===== src/inc/sync_serial_pkg.sv =====
// Purpose: Constants for the clock synchronous serial channel
// Assumes: AHB-Lite register access, 32-bit words, 250 MHz clock
// Notes: Offsets are byte addresses
package sync_serial_pkg;
  // ==========================================================
  // Register offsets
  localparam logic [7:0] ctrl_off = 8'h00;
  localparam logic [7:0] rate_off = 8'h04;
  localparam logic [7:0] txbuf_off = 8'h08;
  localparam logic [7:0] rxbuf_off = 8'h0c;
  localparam logic [7:0] stat_off = 8'h10;
  // ==========================================================
  // Control bit positions
  localparam int ctl_tx_en = 0;
  localparam int ctl_rx_en = 1;
  localparam int ctl_ext_clk = 3;
  localparam int ctl_clk_pol = 6;
  localparam int ctl_msb_first = 7;
  localparam int ctl_hs_lo = 8;
  localparam int ctl_src_lo = 10;
  localparam int ctl_tx_cause = 12;
  localparam int ctl_cont_rx = 13;
  localparam int ctl_clk_alt = 14;
  localparam int ctl_clk_multi = 15;
  localparam int ctl_sep_hs = 16;
  localparam int ctl_data_inv = 17;
  localparam int ctl_line_inv = 18;
  localparam int ctl_open_drain = 19;
  localparam int ctl_width = 20;
  // Status bit positions
  localparam int st_tx_empty = 0;
  localparam int st_rx_full = 1;
  localparam int st_overrun = 2;
  localparam int st_tx_irq = 3;
  localparam int st_rx_irq = 4;
  localparam int st_busy = 5;
  localparam int st_width = 6;
  // ==========================================================
  // Encodings and reset values
  localparam logic [1:0] hs_off = 2'h0;
  localparam logic [1:0] hs_cts = 2'h1;
  localparam logic [1:0] hs_rts = 2'h2;
  localparam logic [1:0] src_f1 = 2'h0;
  localparam logic [1:0] src_f8 = 2'h1;
  localparam logic [1:0] src_f32 = 2'h2;
  localparam logic [19:0] ctrl_rst = 20'h00000;
  localparam logic [7:0] rate_rst = 8'h00;
  localparam int word_bits = 8;
  localparam logic [1:0] htrans_nonseq = 2'h2;
  typedef enum logic [1:0] {st_idle, st_shift} shift_state_t;
endpackage


===== src/design/sync_serial.sv =====
// Purpose: Clock synchronous serial channel with AHB-Lite register access
// Assumes: Pin inputs synchronous to clock; external clock slow against clock
// Notes: One channel with all per-channel options present
//
// Summary of operation
// - Each word is exactly eight data bits, no framing bits.
// - Internal transfer clock is source clock divided by 2(n+1); f1, f8, f32.
// - Clock select 1 takes transfer clock from clock pin.
// - Divider value n spans the full byte 0 to 255.
// - Transmit starts with enable set, buffer loaded, and CTS low if selected.
// - Receive needs receive enable, transmit enable and loaded transmit buffer.
// - Cause select 0: transmit interrupt on buffer-to-shifter move.
// - Cause select 1: transmit interrupt after the word is sent.
// - Receive interrupt when a word moves into the receive buffer.
// - Overrun flagged when a word arrives before the previous one is read.
// - On overrun buffer is overwritten, receive interrupt not set.
// - Clock polarity picks the edges for driving and sampling data.
// - Bit order picks LSB first or MSB first, both directions.
// - Continuous receive: reading receive buffer re-enables reception.
// - Channel one: internal clock routed to one of two output pins.
// - Channel zero: CTS and RTS on separate pins.
// - Dual clock pins and separate handshake pins are mutually exclusive.
// - Channel two: data inverted on buffer write and buffer read.
// - Channel two: serial output and input pin levels inverted.
// - Handshake is CTS input, RTS output, or disabled.
// - Output pin sits high, or floats if open-drain, until first transfer.
// - Receive-only operation still shifts out the dummy data.
module sync_serial
  import sync_serial_pkg::*;
#(
  parameter int div_w = 8
) (
  input wire logic clock,
  input wire logic rst_b,
  input wire logic hsel,
  input wire logic [7:0] haddr,
  input wire logic [1:0] htrans,
  input wire logic hwrite,
  input wire logic [2:0] hsize,
  input wire logic [31:0] hwdata,
  input wire logic hready,
  output logic [31:0] hrdata,
  output logic hreadyout,
  output logic hresp,
  input wire logic clk_pin_in,
  output logic clk_pin_out,
  output logic clk_pin_oe_b,
  output logic clk_alt_out,
  output logic clk_alt_oe_b,
  input wire logic serial_in_pin,
  output logic serial_out_pin,
  output logic serial_out_oe_b,
  input wire logic cts_b,
  output logic rts_b,
  output logic rts_alt_b,
  output logic tx_irq,
  output logic rx_irq
);
  // ==========================================================
  // Reset release
  logic rst_s1_r, rst_sync_b;
  always_ff @(posedge clock or negedge rst_b) begin
    if (!rst_b) begin
      rst_s1_r <= 1'b0;
      rst_sync_b <= 1'b0;
    end else begin
      rst_s1_r <= 1'b1;
      rst_sync_b <= rst_s1_r;
    end
  end

  // ==========================================================
  // Bus slave
  logic ph_wr_r, ph_rd_r;
  logic [7:0] ph_addr_r;
  logic [ctl_width-1:0] ctrl_r;
  logic [div_w-1:0] rate_r;
  logic [7:0] txbuf_r, rxbuf_r, tx_shift_r, rx_shift_r;
  logic tx_empty_r, rx_full_r, overrun_r, tx_irq_st_r, rx_irq_st_r, rx_armed_r;
  shift_state_t state_r;
  logic take;
  assign take = hsel && hready && htrans == htrans_nonseq;
  always_ff @(posedge clock or negedge rst_sync_b) begin
    if (!rst_sync_b) begin
      ph_wr_r <= 1'b0;
      ph_rd_r <= 1'b0;
      ph_addr_r <= 8'h00;
      hreadyout <= 1'b1;
      hresp <= 1'b0;
    end else begin
      ph_wr_r <= take && hwrite;
      ph_rd_r <= take && !hwrite;
      ph_addr_r <= take ? haddr : ph_addr_r;
      hreadyout <= 1'b1;
      hresp <= 1'b0;
    end
  end
  // Reads are answered from the address phase so hrdata is a flop in the data phase
  always_ff @(posedge clock or negedge rst_sync_b) begin
    if (!rst_sync_b) begin
      hrdata <= 32'h0;
    end else if (take && !hwrite) begin
      case (haddr)
        ctrl_off: hrdata <= 32'(ctrl_r);
        rate_off: hrdata <= 32'(rate_r);
        txbuf_off: hrdata <= 32'(txbuf_r);
        rxbuf_off: hrdata <= 32'(ctrl_r[ctl_data_inv] ? ~rxbuf_r : rxbuf_r);
        stat_off: hrdata <= 32'({state_r == st_shift, rx_irq_st_r, tx_irq_st_r, overrun_r, rx_full_r, tx_empty_r});
        default: hrdata <= 32'h0;
      endcase
    end
  end
  logic wr_ctrl, wr_rate, wr_tx, rd_rx, wr_stat;
  assign wr_ctrl = ph_wr_r && ph_addr_r == ctrl_off;
  assign wr_rate = ph_wr_r && ph_addr_r == rate_off;
  assign wr_tx = ph_wr_r && ph_addr_r == txbuf_off;
  assign wr_stat = ph_wr_r && ph_addr_r == stat_off;
  assign rd_rx = ph_rd_r && ph_addr_r == rxbuf_off;

  always_ff @(posedge clock or negedge rst_sync_b) begin
    if (!rst_sync_b) begin
      ctrl_r <= ctrl_rst;
      rate_r <= div_w'(rate_rst);
    end else begin
      if (wr_ctrl) begin
        ctrl_r <= hwdata[ctl_width-1:0];
        if (hwdata[ctl_sep_hs]) ctrl_r[ctl_clk_multi] <= 1'b0;
      end
      if (wr_rate) rate_r <= hwdata[div_w-1:0];
    end
  end

  // ==========================================================
  // Transfer clock
  logic ext_clk, pol, msb, cont;
  assign ext_clk = ctrl_r[ctl_ext_clk];
  assign pol = ctrl_r[ctl_clk_pol];
  assign msb = ctrl_r[ctl_msb_first];
  assign cont = ctrl_r[ctl_cont_rx];
  logic [4:0] pre_r;
  logic [div_w-1:0] div_r;
  logic tick;
  logic pre_hit;
  always_comb begin
    case (ctrl_r[ctl_src_lo +: 2])
      src_f1: pre_hit = 1'b1;
      src_f8: pre_hit = pre_r[2:0] == 3'h7;
      src_f32: pre_hit = pre_r == 5'h1f;
      default: pre_hit = 1'b1;
    endcase
  end
  always_ff @(posedge clock or negedge rst_sync_b) begin
    if (!rst_sync_b) begin
      pre_r <= 5'h0;
      div_r <= '0;
    end else if (state_r != st_shift) begin
      pre_r <= 5'h0;
      div_r <= '0;
    end else begin
      pre_r <= pre_r + 5'h1;
      if (pre_hit) div_r <= (div_r == rate_r) ? '0 : div_r + 1'b1;
    end
  end
  // Half period is (n+1) source cycles, so a full period is 2(n+1)
  assign tick = state_r == st_shift && pre_hit && div_r == rate_r;

  logic ext_s_r, ext_prev_r;
  always_ff @(posedge clock or negedge rst_sync_b) begin
    if (!rst_sync_b) begin
      ext_s_r <= 1'b1;
      ext_prev_r <= 1'b1;
    end else begin
      ext_s_r <= clk_pin_in;
      ext_prev_r <= ext_s_r;
    end
  end
  // Idle level is high for polarity 0; the partner keeps it there
  logic idle_lvl, int_clk_r, clk_lvl, clk_prev;
  assign idle_lvl = ~pol;
  assign clk_lvl = ext_clk ? ext_s_r : int_clk_r;
  assign clk_prev = ext_clk ? ext_prev_r : ~int_clk_r;
  logic drive_edge, sample_edge;
  // Leaving idle level drives, returning to it samples
  assign drive_edge = ext_clk ? (ext_s_r != ext_prev_r && ext_s_r != idle_lvl) : (tick && int_clk_r == idle_lvl);
  assign sample_edge = ext_clk ? (ext_s_r != ext_prev_r && ext_s_r == idle_lvl) : (tick && int_clk_r != idle_lvl);

  // ==========================================================
  // Shifter
  logic [3:0] bit_cnt_r;
  logic cts_ok, tx_ok, rx_ok, start;
  logic [1:0] hs;
  assign hs = ctrl_r[ctl_hs_lo +: 2];
  assign cts_ok = hs != hs_cts || !cts_b;
  assign tx_ok = ctrl_r[ctl_tx_en] && !tx_empty_r && cts_ok;
  assign rx_ok = !ctrl_r[ctl_rx_en] || rx_armed_r;
  assign start = state_r == st_idle && tx_ok && rx_ok && (!ext_clk || ext_s_r == idle_lvl);
  logic in_bit;
  assign in_bit = ctrl_r[ctl_line_inv] ? ~serial_in_pin : serial_in_pin;
  logic done;
  assign done = sample_edge && bit_cnt_r == 4'(word_bits - 1);

  always_ff @(posedge clock or negedge rst_sync_b) begin
    if (!rst_sync_b) begin
      state_r <= st_idle;
      bit_cnt_r <= 4'h0;
      tx_shift_r <= 8'h0;
      rx_shift_r <= 8'h0;
      int_clk_r <= 1'b1;
    end else begin
      case (state_r)
        st_idle: begin
          int_clk_r <= idle_lvl;
          bit_cnt_r <= 4'h0;
          if (start) begin
            state_r <= st_shift;
            tx_shift_r <= txbuf_r;
          end
        end
        st_shift: begin
          if (!ext_clk && tick) int_clk_r <= ~int_clk_r;
          if (drive_edge && bit_cnt_r != 4'h0)
            tx_shift_r <= msb ? {tx_shift_r[6:0], 1'b0} : {1'b0, tx_shift_r[7:1]};
          if (sample_edge) begin
            rx_shift_r <= msb ? {rx_shift_r[6:0], in_bit} : {in_bit, rx_shift_r[7:1]};
            bit_cnt_r <= bit_cnt_r + 4'h1;
          end
          if (done) state_r <= st_idle;
        end
        default: state_r <= st_idle;
      endcase
    end
  end

  // ==========================================================
  // Buffers and flags; hardware set wins over software clear
  logic [7:0] rx_word, tx_wdata;
  assign rx_word = msb ? {rx_shift_r[6:0], in_bit} : {in_bit, rx_shift_r[7:1]};
  assign tx_wdata = ctrl_r[ctl_data_inv] ? ~hwdata[7:0] : hwdata[7:0];
  logic rx_store;
  assign rx_store = done && ctrl_r[ctl_rx_en];
  always_ff @(posedge clock or negedge rst_sync_b) begin
    if (!rst_sync_b) begin
      txbuf_r <= 8'h0;
      tx_empty_r <= 1'b1;
    end else begin
      if (wr_tx) txbuf_r <= tx_wdata;
      if (start) tx_empty_r <= 1'b1;
      // Continuous mode reuses the held dummy word, so a buffer read counts as loaded
      else if (wr_tx || (cont && rd_rx)) tx_empty_r <= 1'b0;
    end
  end
  always_ff @(posedge clock or negedge rst_sync_b) begin
    if (!rst_sync_b) begin
      rxbuf_r <= 8'h0;
      rx_full_r <= 1'b0;
      overrun_r <= 1'b0;
      rx_armed_r <= 1'b0;
    end else begin
      if (rx_store) rxbuf_r <= rx_word;
      if (rx_store) rx_full_r <= 1'b1;
      else if (rd_rx) rx_full_r <= 1'b0;
      if (rx_store && rx_full_r && !rd_rx) overrun_r <= 1'b1;
      else if (wr_stat && hwdata[st_overrun]) overrun_r <= 1'b0;
      // Dummy write arms a reception; continuous mode rearms on buffer read
      if (wr_tx || (cont && rd_rx)) rx_armed_r <= 1'b1;
      else if (start && !cont) rx_armed_r <= 1'b0;
    end
  end
  logic tx_ev;
  assign tx_ev = ctrl_r[ctl_tx_cause] ? done : start;
  always_ff @(posedge clock or negedge rst_sync_b) begin
    if (!rst_sync_b) begin
      tx_irq_st_r <= 1'b0;
      rx_irq_st_r <= 1'b0;
      tx_irq <= 1'b0;
      rx_irq <= 1'b0;
    end else begin
      if (tx_ev) tx_irq_st_r <= 1'b1;
      else if (wr_stat && hwdata[st_tx_irq]) tx_irq_st_r <= 1'b0;
      if (rx_store && !(rx_full_r && !rd_rx)) rx_irq_st_r <= 1'b1;
      else if (wr_stat && hwdata[st_rx_irq]) rx_irq_st_r <= 1'b0;
      tx_irq <= tx_ev;
      rx_irq <= rx_store && !(rx_full_r && !rd_rx);
    end
  end

  // ==========================================================
  // Pins
  logic out_bit, run_clk;
  assign out_bit = msb ? tx_shift_r[7] : tx_shift_r[0];
  assign run_clk = !ext_clk;
  // Data leaves the idle level with the first clock edge, then holds the last bit
  // Holding avoids racing the partner's final sample against a return to idle
  logic out_en_r;
  always_ff @(posedge clock or negedge rst_sync_b) begin
    if (!rst_sync_b) begin
      out_en_r <= 1'b0;
    end else if (state_r == st_shift && drive_edge) begin
      out_en_r <= 1'b1;
    end
  end
  always_ff @(posedge clock or negedge rst_sync_b) begin
    if (!rst_sync_b) begin
      serial_out_pin <= 1'b1;
      serial_out_oe_b <= 1'b0;
      clk_pin_out <= 1'b1;
      clk_pin_oe_b <= 1'b0;
      clk_alt_out <= 1'b1;
      clk_alt_oe_b <= 1'b1;
      rts_b <= 1'b1;
      rts_alt_b <= 1'b1;
    end else begin
      if (out_en_r) begin
        serial_out_pin <= ctrl_r[ctl_line_inv] ? ~out_bit : out_bit;
        serial_out_oe_b <= ctrl_r[ctl_open_drain] && (out_bit ^ ctrl_r[ctl_line_inv]);
      end else begin
        serial_out_pin <= 1'b1;
        serial_out_oe_b <= ctrl_r[ctl_open_drain];
      end
      // Alternate pin only when multi-pin option on and internal clock
      clk_pin_out <= clk_lvl;
      clk_pin_oe_b <= !(run_clk && !(ctrl_r[ctl_clk_multi] && ctrl_r[ctl_clk_alt]));
      clk_alt_out <= clk_lvl;
      clk_alt_oe_b <= !(run_clk && ctrl_r[ctl_clk_multi] && ctrl_r[ctl_clk_alt]);
      // RTS low means ready to receive
      rts_b <= !(hs == hs_rts && !ctrl_r[ctl_sep_hs] && rx_ok && ctrl_r[ctl_rx_en]);
      rts_alt_b <= !(ctrl_r[ctl_sep_hs] && !ctrl_r[ctl_clk_multi] && rx_ok && ctrl_r[ctl_rx_en]);
    end
  end
endmodule


===== config.mk =====
export PLATFORM = sky130hd
export DESIGN_NAME = sync_serial
export DESIGN_NICKNAME = d
export VERILOG_FILES = /design/src/inc/sync_serial_pkg.sv /design/src/design/sync_serial.sv
export SDC_FILE = /design/constraint.sdc
export NUM_CORES = 1
export LEC_CHECK = 0
export ABC_AREA = 0
export ABC_CLOCK_PERIOD_IN_PS = 6050
export CAP_MARGIN = 15
export CORE_MARGIN = 1.5
export CORE_UTILIZATION = 40
export CTS_BUF_LIST = sky130_fd_sc_hd__clkbuf_2
export DETAILED_ROUTE_END_ITERATION = 6
export DONT_BUFFER_PORTS = 1
export PLACE_DENSITY = 0.51
export REMOVE_ABC_BUFFERS = 1
export SETUP_SLACK_MARGIN = 0.05
export SYNTH_ARGS = -nofsm -noshare
export SYNTH_HDL_FRONTEND = slang
export SYNTH_SLANG_ARGS = --single-unit
export TNS_END_PERCENT = 30

===== constraint.sdc =====
create_clock -name clock -period 6.05 [get_ports clock]
set_input_delay 0 -clock clock [delete_from_list [all_inputs] [get_ports clock]]
set_output_delay 0 -clock clock [all_outputs]
set_load 0.03 [all_outputs]

== Yosys cells after proc, flatten, opt, wreduce, memory -nomap -nowiden ==
Cells that the tools add are included.
Cells by class
  bitwise operators: 7
  $add $sub $neg: 3
  multiplexer cells: 42
  eq/ne operators: 29
  reduce and logical (&&, ||, !) cells: 81
Operator list (number)
  32-bit one-hot mux with 5 select lines: 1
  8-bit two-way mux: 8
  1-bit logical AND: 45
  8-bit by 4-bit == test with 1-bit output, second input constant: 4
  32-bit two-way mux: 1
  8-bit NOT with 32-bit output: 1
  1-bit two-way mux: 23
  8-bit by 3-bit == test with 1-bit output, second input constant: 2
  8-bit by 5-bit == test with 1-bit output, second input constant: 2
  8-bit zero test: 2
  8-bit one-hot mux with 2 select lines: 1
  2-bit nonzero test: 8
  1-bit zero test: 15
  2-bit inequality test, second input constant: 5
  8-bit by 1-bit adder with 8-bit output, second input constant: 1
  8-bit == test: 1
  8-bit NOT: 1
  4-bit one-hot mux with 2 select lines: 1
  2-bit AND reduction: 4
  2-bit == test, second input constant: 3
  5-bit by 1-bit adder with 5-bit output, second input constant: 1
  5-bit == test, second input constant: 1
  5-bit two-way mux: 1
  4-bit by 1-bit adder with 4-bit output, second input constant: 1
  16 further kinds: 29
Word-level totals
  output and inout bits: 44
  logic and storage cells: 197
  flip-flop bits (word level): 142
  input bits: 53

== Logic depth before layout (Yosys ltp) ==
  word-level depth: 11
  mapped depth: 9
  gate-level depth less buffers: 8

== Worst setup path after synthesis ==
No wires, ideal clock.
  path kind: register -> register
  start: register pre_r[0]
  end: register rxbuf_r[1]
  setup time: 0.125 ns
  required time: 5.925 ns
  buffers on the path: 1
  period minus slack after synthesis: 2.432 ns
  arrival: 2.307 ns
  path slack: 3.618 ns
  cell stages (with the launch flop): 10
  cells stage by stage: dfrtp_1 > ha_1 > and3_1 > ha_1 > a221oi_1 > or4_1 > o31ai_4 > nand3_2 > buf_6 > mux2_4
On the way
  cells in the longest elaborated chain, start to end: 8
  elaborated cells between the ends (all ways): 9
  classes of those cells: eq/ne: 2; mux: 2; reduce/logical: 5
Ends and longest elaborated chain
  start: declaration: line sync_serial.sv:140  | logic [4:0] pre_r;
  start signal: assignment: line sync_serial.sv:160  | pre_r <= pre_r + 5'h1;
  5-bit == test or 3-bit == test (tied branches): line sync_serial.sv:148, sync_serial.sv:147
  1-bit one-hot mux with 2 select lines (*): line sync_serial.sv:145  | case (ctrl_r[ctl_src_lo +: 2])
  1-bit logical AND (*) (2 in a row): line sync_serial.sv:165  | assign tick = state_r == st_shift && pre_hit && div_r == rate_r;
  1-bit logical AND (*): line sync_serial.sv:185  | assign sample_edge = ext_clk ? (ext_s_r != ext_prev_r && ext_s_r == idle_lvl) : (tick && int_clk_r != idle_lvl ...
  1-bit two-way mux (*): line sync_serial.sv:185
  1-bit logical AND (*): line sync_serial.sv:200  | assign done = sample_edge && bit_cnt_r == 4'(word_bits - 1);
  1-bit logical AND (*): line sync_serial.sv:240  | assign rx_store = done && ctrl_r[ctl_rx_en];
  end signal: assignment: line sync_serial.sv:259  | if (rx_store) rxbuf_r <= rx_word;
  end: declaration: line sync_serial.sv:78  | logic [7:0] txbuf_r, rxbuf_r, tx_shift_r, rx_shift_r;
Every way passes the cells marked *; elsewhere a longest branch is shown, timed or not.
A chain may end at the register's enable or synchronous reset.

== Worst setup path in the final report ==
  start: register state_r[0]
  end: register rxbuf_r[2]
On the way
  cells in the longest elaborated chain, start to end: 7
Ends and longest elaborated chain
  start: declaration: line sync_serial.sv:80  | shift_state_t state_r;
  start signal: assignment: line sync_serial.sv:204  | state_r <= st_idle;
  start signal: assignment: line sync_serial.sv:215  | state_r <= st_shift;
  start signal: assignment: line sync_serial.sv:227  | if (done) state_r <= st_idle;
  2-bit by 1-bit == test with 1-bit output: line sync_serial.sv:165
  1-bit logical AND (2 in a row): line sync_serial.sv:165
  1-bit logical AND: line sync_serial.sv:185
  1-bit two-way mux: line sync_serial.sv:185
  1-bit logical AND: line sync_serial.sv:200
  1-bit logical AND: line sync_serial.sv:240
Every way passes these cells.

==> flow_summary.ini <==
[logic_synthesis]
netlist_instances = 560
ys_seq_elements = 130
yosys_most_used_dff = dfrtp_1
synth_edf_count = 0
synth_top_area_frac = 0.488
netlist_area_mm2 = 0.00620
yosysWarnings = 0
synth_area_leaders = dfrtp_1 (49%), mux2_2 (10%), dfstp_2 (3.8%)
synth-async-reset-ratio = 1.00
ys_seq_area_frac = 0.526
ys_types = 55
synth_top_cell_by_area = dfrtp_1
yosysMostFrequentCell = dfrtp_1
avgSynthCellArea_um2 = 11.1
synthTopCellsByCount = dfrtp_1 (121), mux2_2 (57), nand2_1 (46), nor2_1 (46), a21oi_1 (37)

[global_routing]
grt_max_degree = 70
antenna_found_initial = 2
grt_usage = 0.192
grt-ovfl-total = 0
grt_pass1_vias = 4575
grt_pass1_wl_um = 24000

[floorplanning]
ios = 97
start_util = 0.408
fp.dieH_um = 128
core-area_mm2 = 0.0152
die_w_um = 128
dieArea_mm2 = 0.0163
placementRows = 45

[place]
dp_hpwl_um = 9530
place_congestion = 0.783
dp_slack_ns = 2.72
io_buffers = 0

[drt]
drt-pass1-iter-count = 5
vias = 4328
avgViaCountPerCell = 5.37
wire_per_inst_um = 18.0
finalWirelength_um = 14500
drc = 0
ant_nets = 0
drt-initial-drc-count = 255

[timing]
slew_headroom = 0.232
min_period_ns = 3.37
slew_violations = 0
fmax_mhz = 297
hold_violations = 0
setup_tns_ns = 0
finalSetupViolations = 0
fin_ws_ns = 2.68
min_period_over_period = 0.557
rsz0062_at_grt = false
skew_ns = 0.0335
tightest_slew_ns = 1.15

[flow_run]
maxCapViolations = 0

[final_layout]
syn_to_final_growth_pct = 13.2
nets = 664
layout-drive-gt1-share = 0.190
n_fill_cell = 1406

[worst_hold_path]
hold_path.class = input pin to flip-flop

[power]
p_per_area_mw_per_mm2 = 326
leakagePower_nw = 3.16
ir_drop_v = 0.000180

[worst_setup_path]
cp_max_fo = 29
startpoint_type = flip-flop
cp-end-kind = flip-flop
critPathKind = flip-flop to flip-flop
arrival_ns = 3.95
required_ns = 6.63

[clocking]
postCtsResizedCells = 0
clock-sinks = 130
cts-root-buf = clkbuf_2
clk_latency_ns = 0.70
path_clk_slew_ns = 0.17
htree_levels = 4
ctsLongestPathBuffers = 2
cts_tree = built
cts_buffers = 17

[outcome]
status = complete, no violations
[placed cells by master (no fill, tap or decap), drive strengths merged, types with 11 or more instances in the layout]
master,count
nand3,13
dlygate4sd3,58
xnor2,18
nand2,46
dfrtp,121
a21oi,37
nor2,46
mux2,63
inv,11
o21ai,28
clkbuf,22
xor2,13
[critical path: stages (launching register included)]
cell and delay (ns):
dfrtp_1 1.03, inv_1 0.45, or4_1 0.67, o31ai_4 0.29, nand3_2 0.39, mux2_4 0.43
[routing by layer]
| metal | vias to the layer above | global-route usage | share of wire |
|---|---|---|---|
| met3 | 9 | 0.0561 | 0.055 |
| li1 | 2041 | - | - |
| met4 | 0 | 0.0541 | 0.0092 |
| met1 | 2164 | 0.255 | 0.47 |
| met2 | 114 | 0.307 | 0.47 |
| met5 | - | 0 | 0 |
[flip-flops by register name, summed over array words and instances, names as in the netlist, 8 cells and up]
name	count
rxbuf_r	8
txbuf_r	8
hrdata	21
div_r	8
tx_shift_r	8
rate_r	8
ph_addr_r	8
rx_shift_r	8
ctrl_r	20
[cells by family (layout without fill, tap and decap cells)]
family          Yosys count  in the layout  synth area share
other cells               2              5           0.00121
flops                   130            130             0.526
compound gates          104            104             0.108
fa+ha+maj                 8              8            0.0161
xor+xnor                 31             31            0.0438
mux                      73             73             0.134
simple gates            159            159             0.127
buf+inv                  53            108            0.0436
[metrics by stage]
step | total power [mW] | utilization | hold slack, ns | std cells | area [um^2]
6_report | 2.29 | 0.462 | 0.0890 | 806 | 7020
2_1_floorplan | 1.70 | - | -0.296 | 519 | 5980
5_1_grt | 2.46 | 0.462 | 0.00808 | 805 | 7020
3_5_place_dp | 1.85 | 0.413 | -0.296 | 714 | 6280
3_3_place_gp | 1.83 | 0.413 | -0.296 | 714 | 6280
4_1_cts | 2.32 | 0.462 | 0.0276 | 804 | 7020
[power breakdown]
group / switching (mW) / internal (mW)
Clock: 0.307 / 0.105
Combinational: 0.267 / 0.310
Sequential: 0.265 / 1.03
[repair_timing]
item | 4_1_cts | 5_1_grt
hold buffers | 58 | 0
setup buffers | 0 | 0
endpoints found under the hold margin | 80 | 0
[worst paths after layout]
path	from	end	slack, ns	cells after the start
min reg2reg	rst_s1_r	rst_sync_b	0.37	0
max	state_r[0]	rxbuf_r[2]	2.68	5
max reg2reg	state_r[0]	rxbuf_r[2]	2.68	5
min	hwdata[1]	ctrl_r[1]	0.09	2
max in group asynchronous	rst_sync_b	hrdata[18]	4.26	1
min in group asynchronous	rst_sync_b	overrun_r	0.45	0
[cell type report]
type / instances / area, um^2 / share of cell area
clock inverter: 10 / 46.3 / 0.00659
clock buffer: 22 / 110 / 0.0157
inverter: 11 / 41.3 / 0.00588
timing repair buffer: 65 / 633 / 0.0901
tap: 188 / 235 / 0.0335
multi-input combinational: 378 / 2680 / 0.382
sequential: 130 / 3270 / 0.466
antenna: 2 / 5.00 / 0.000713
(Power assumes the default switching activity.)
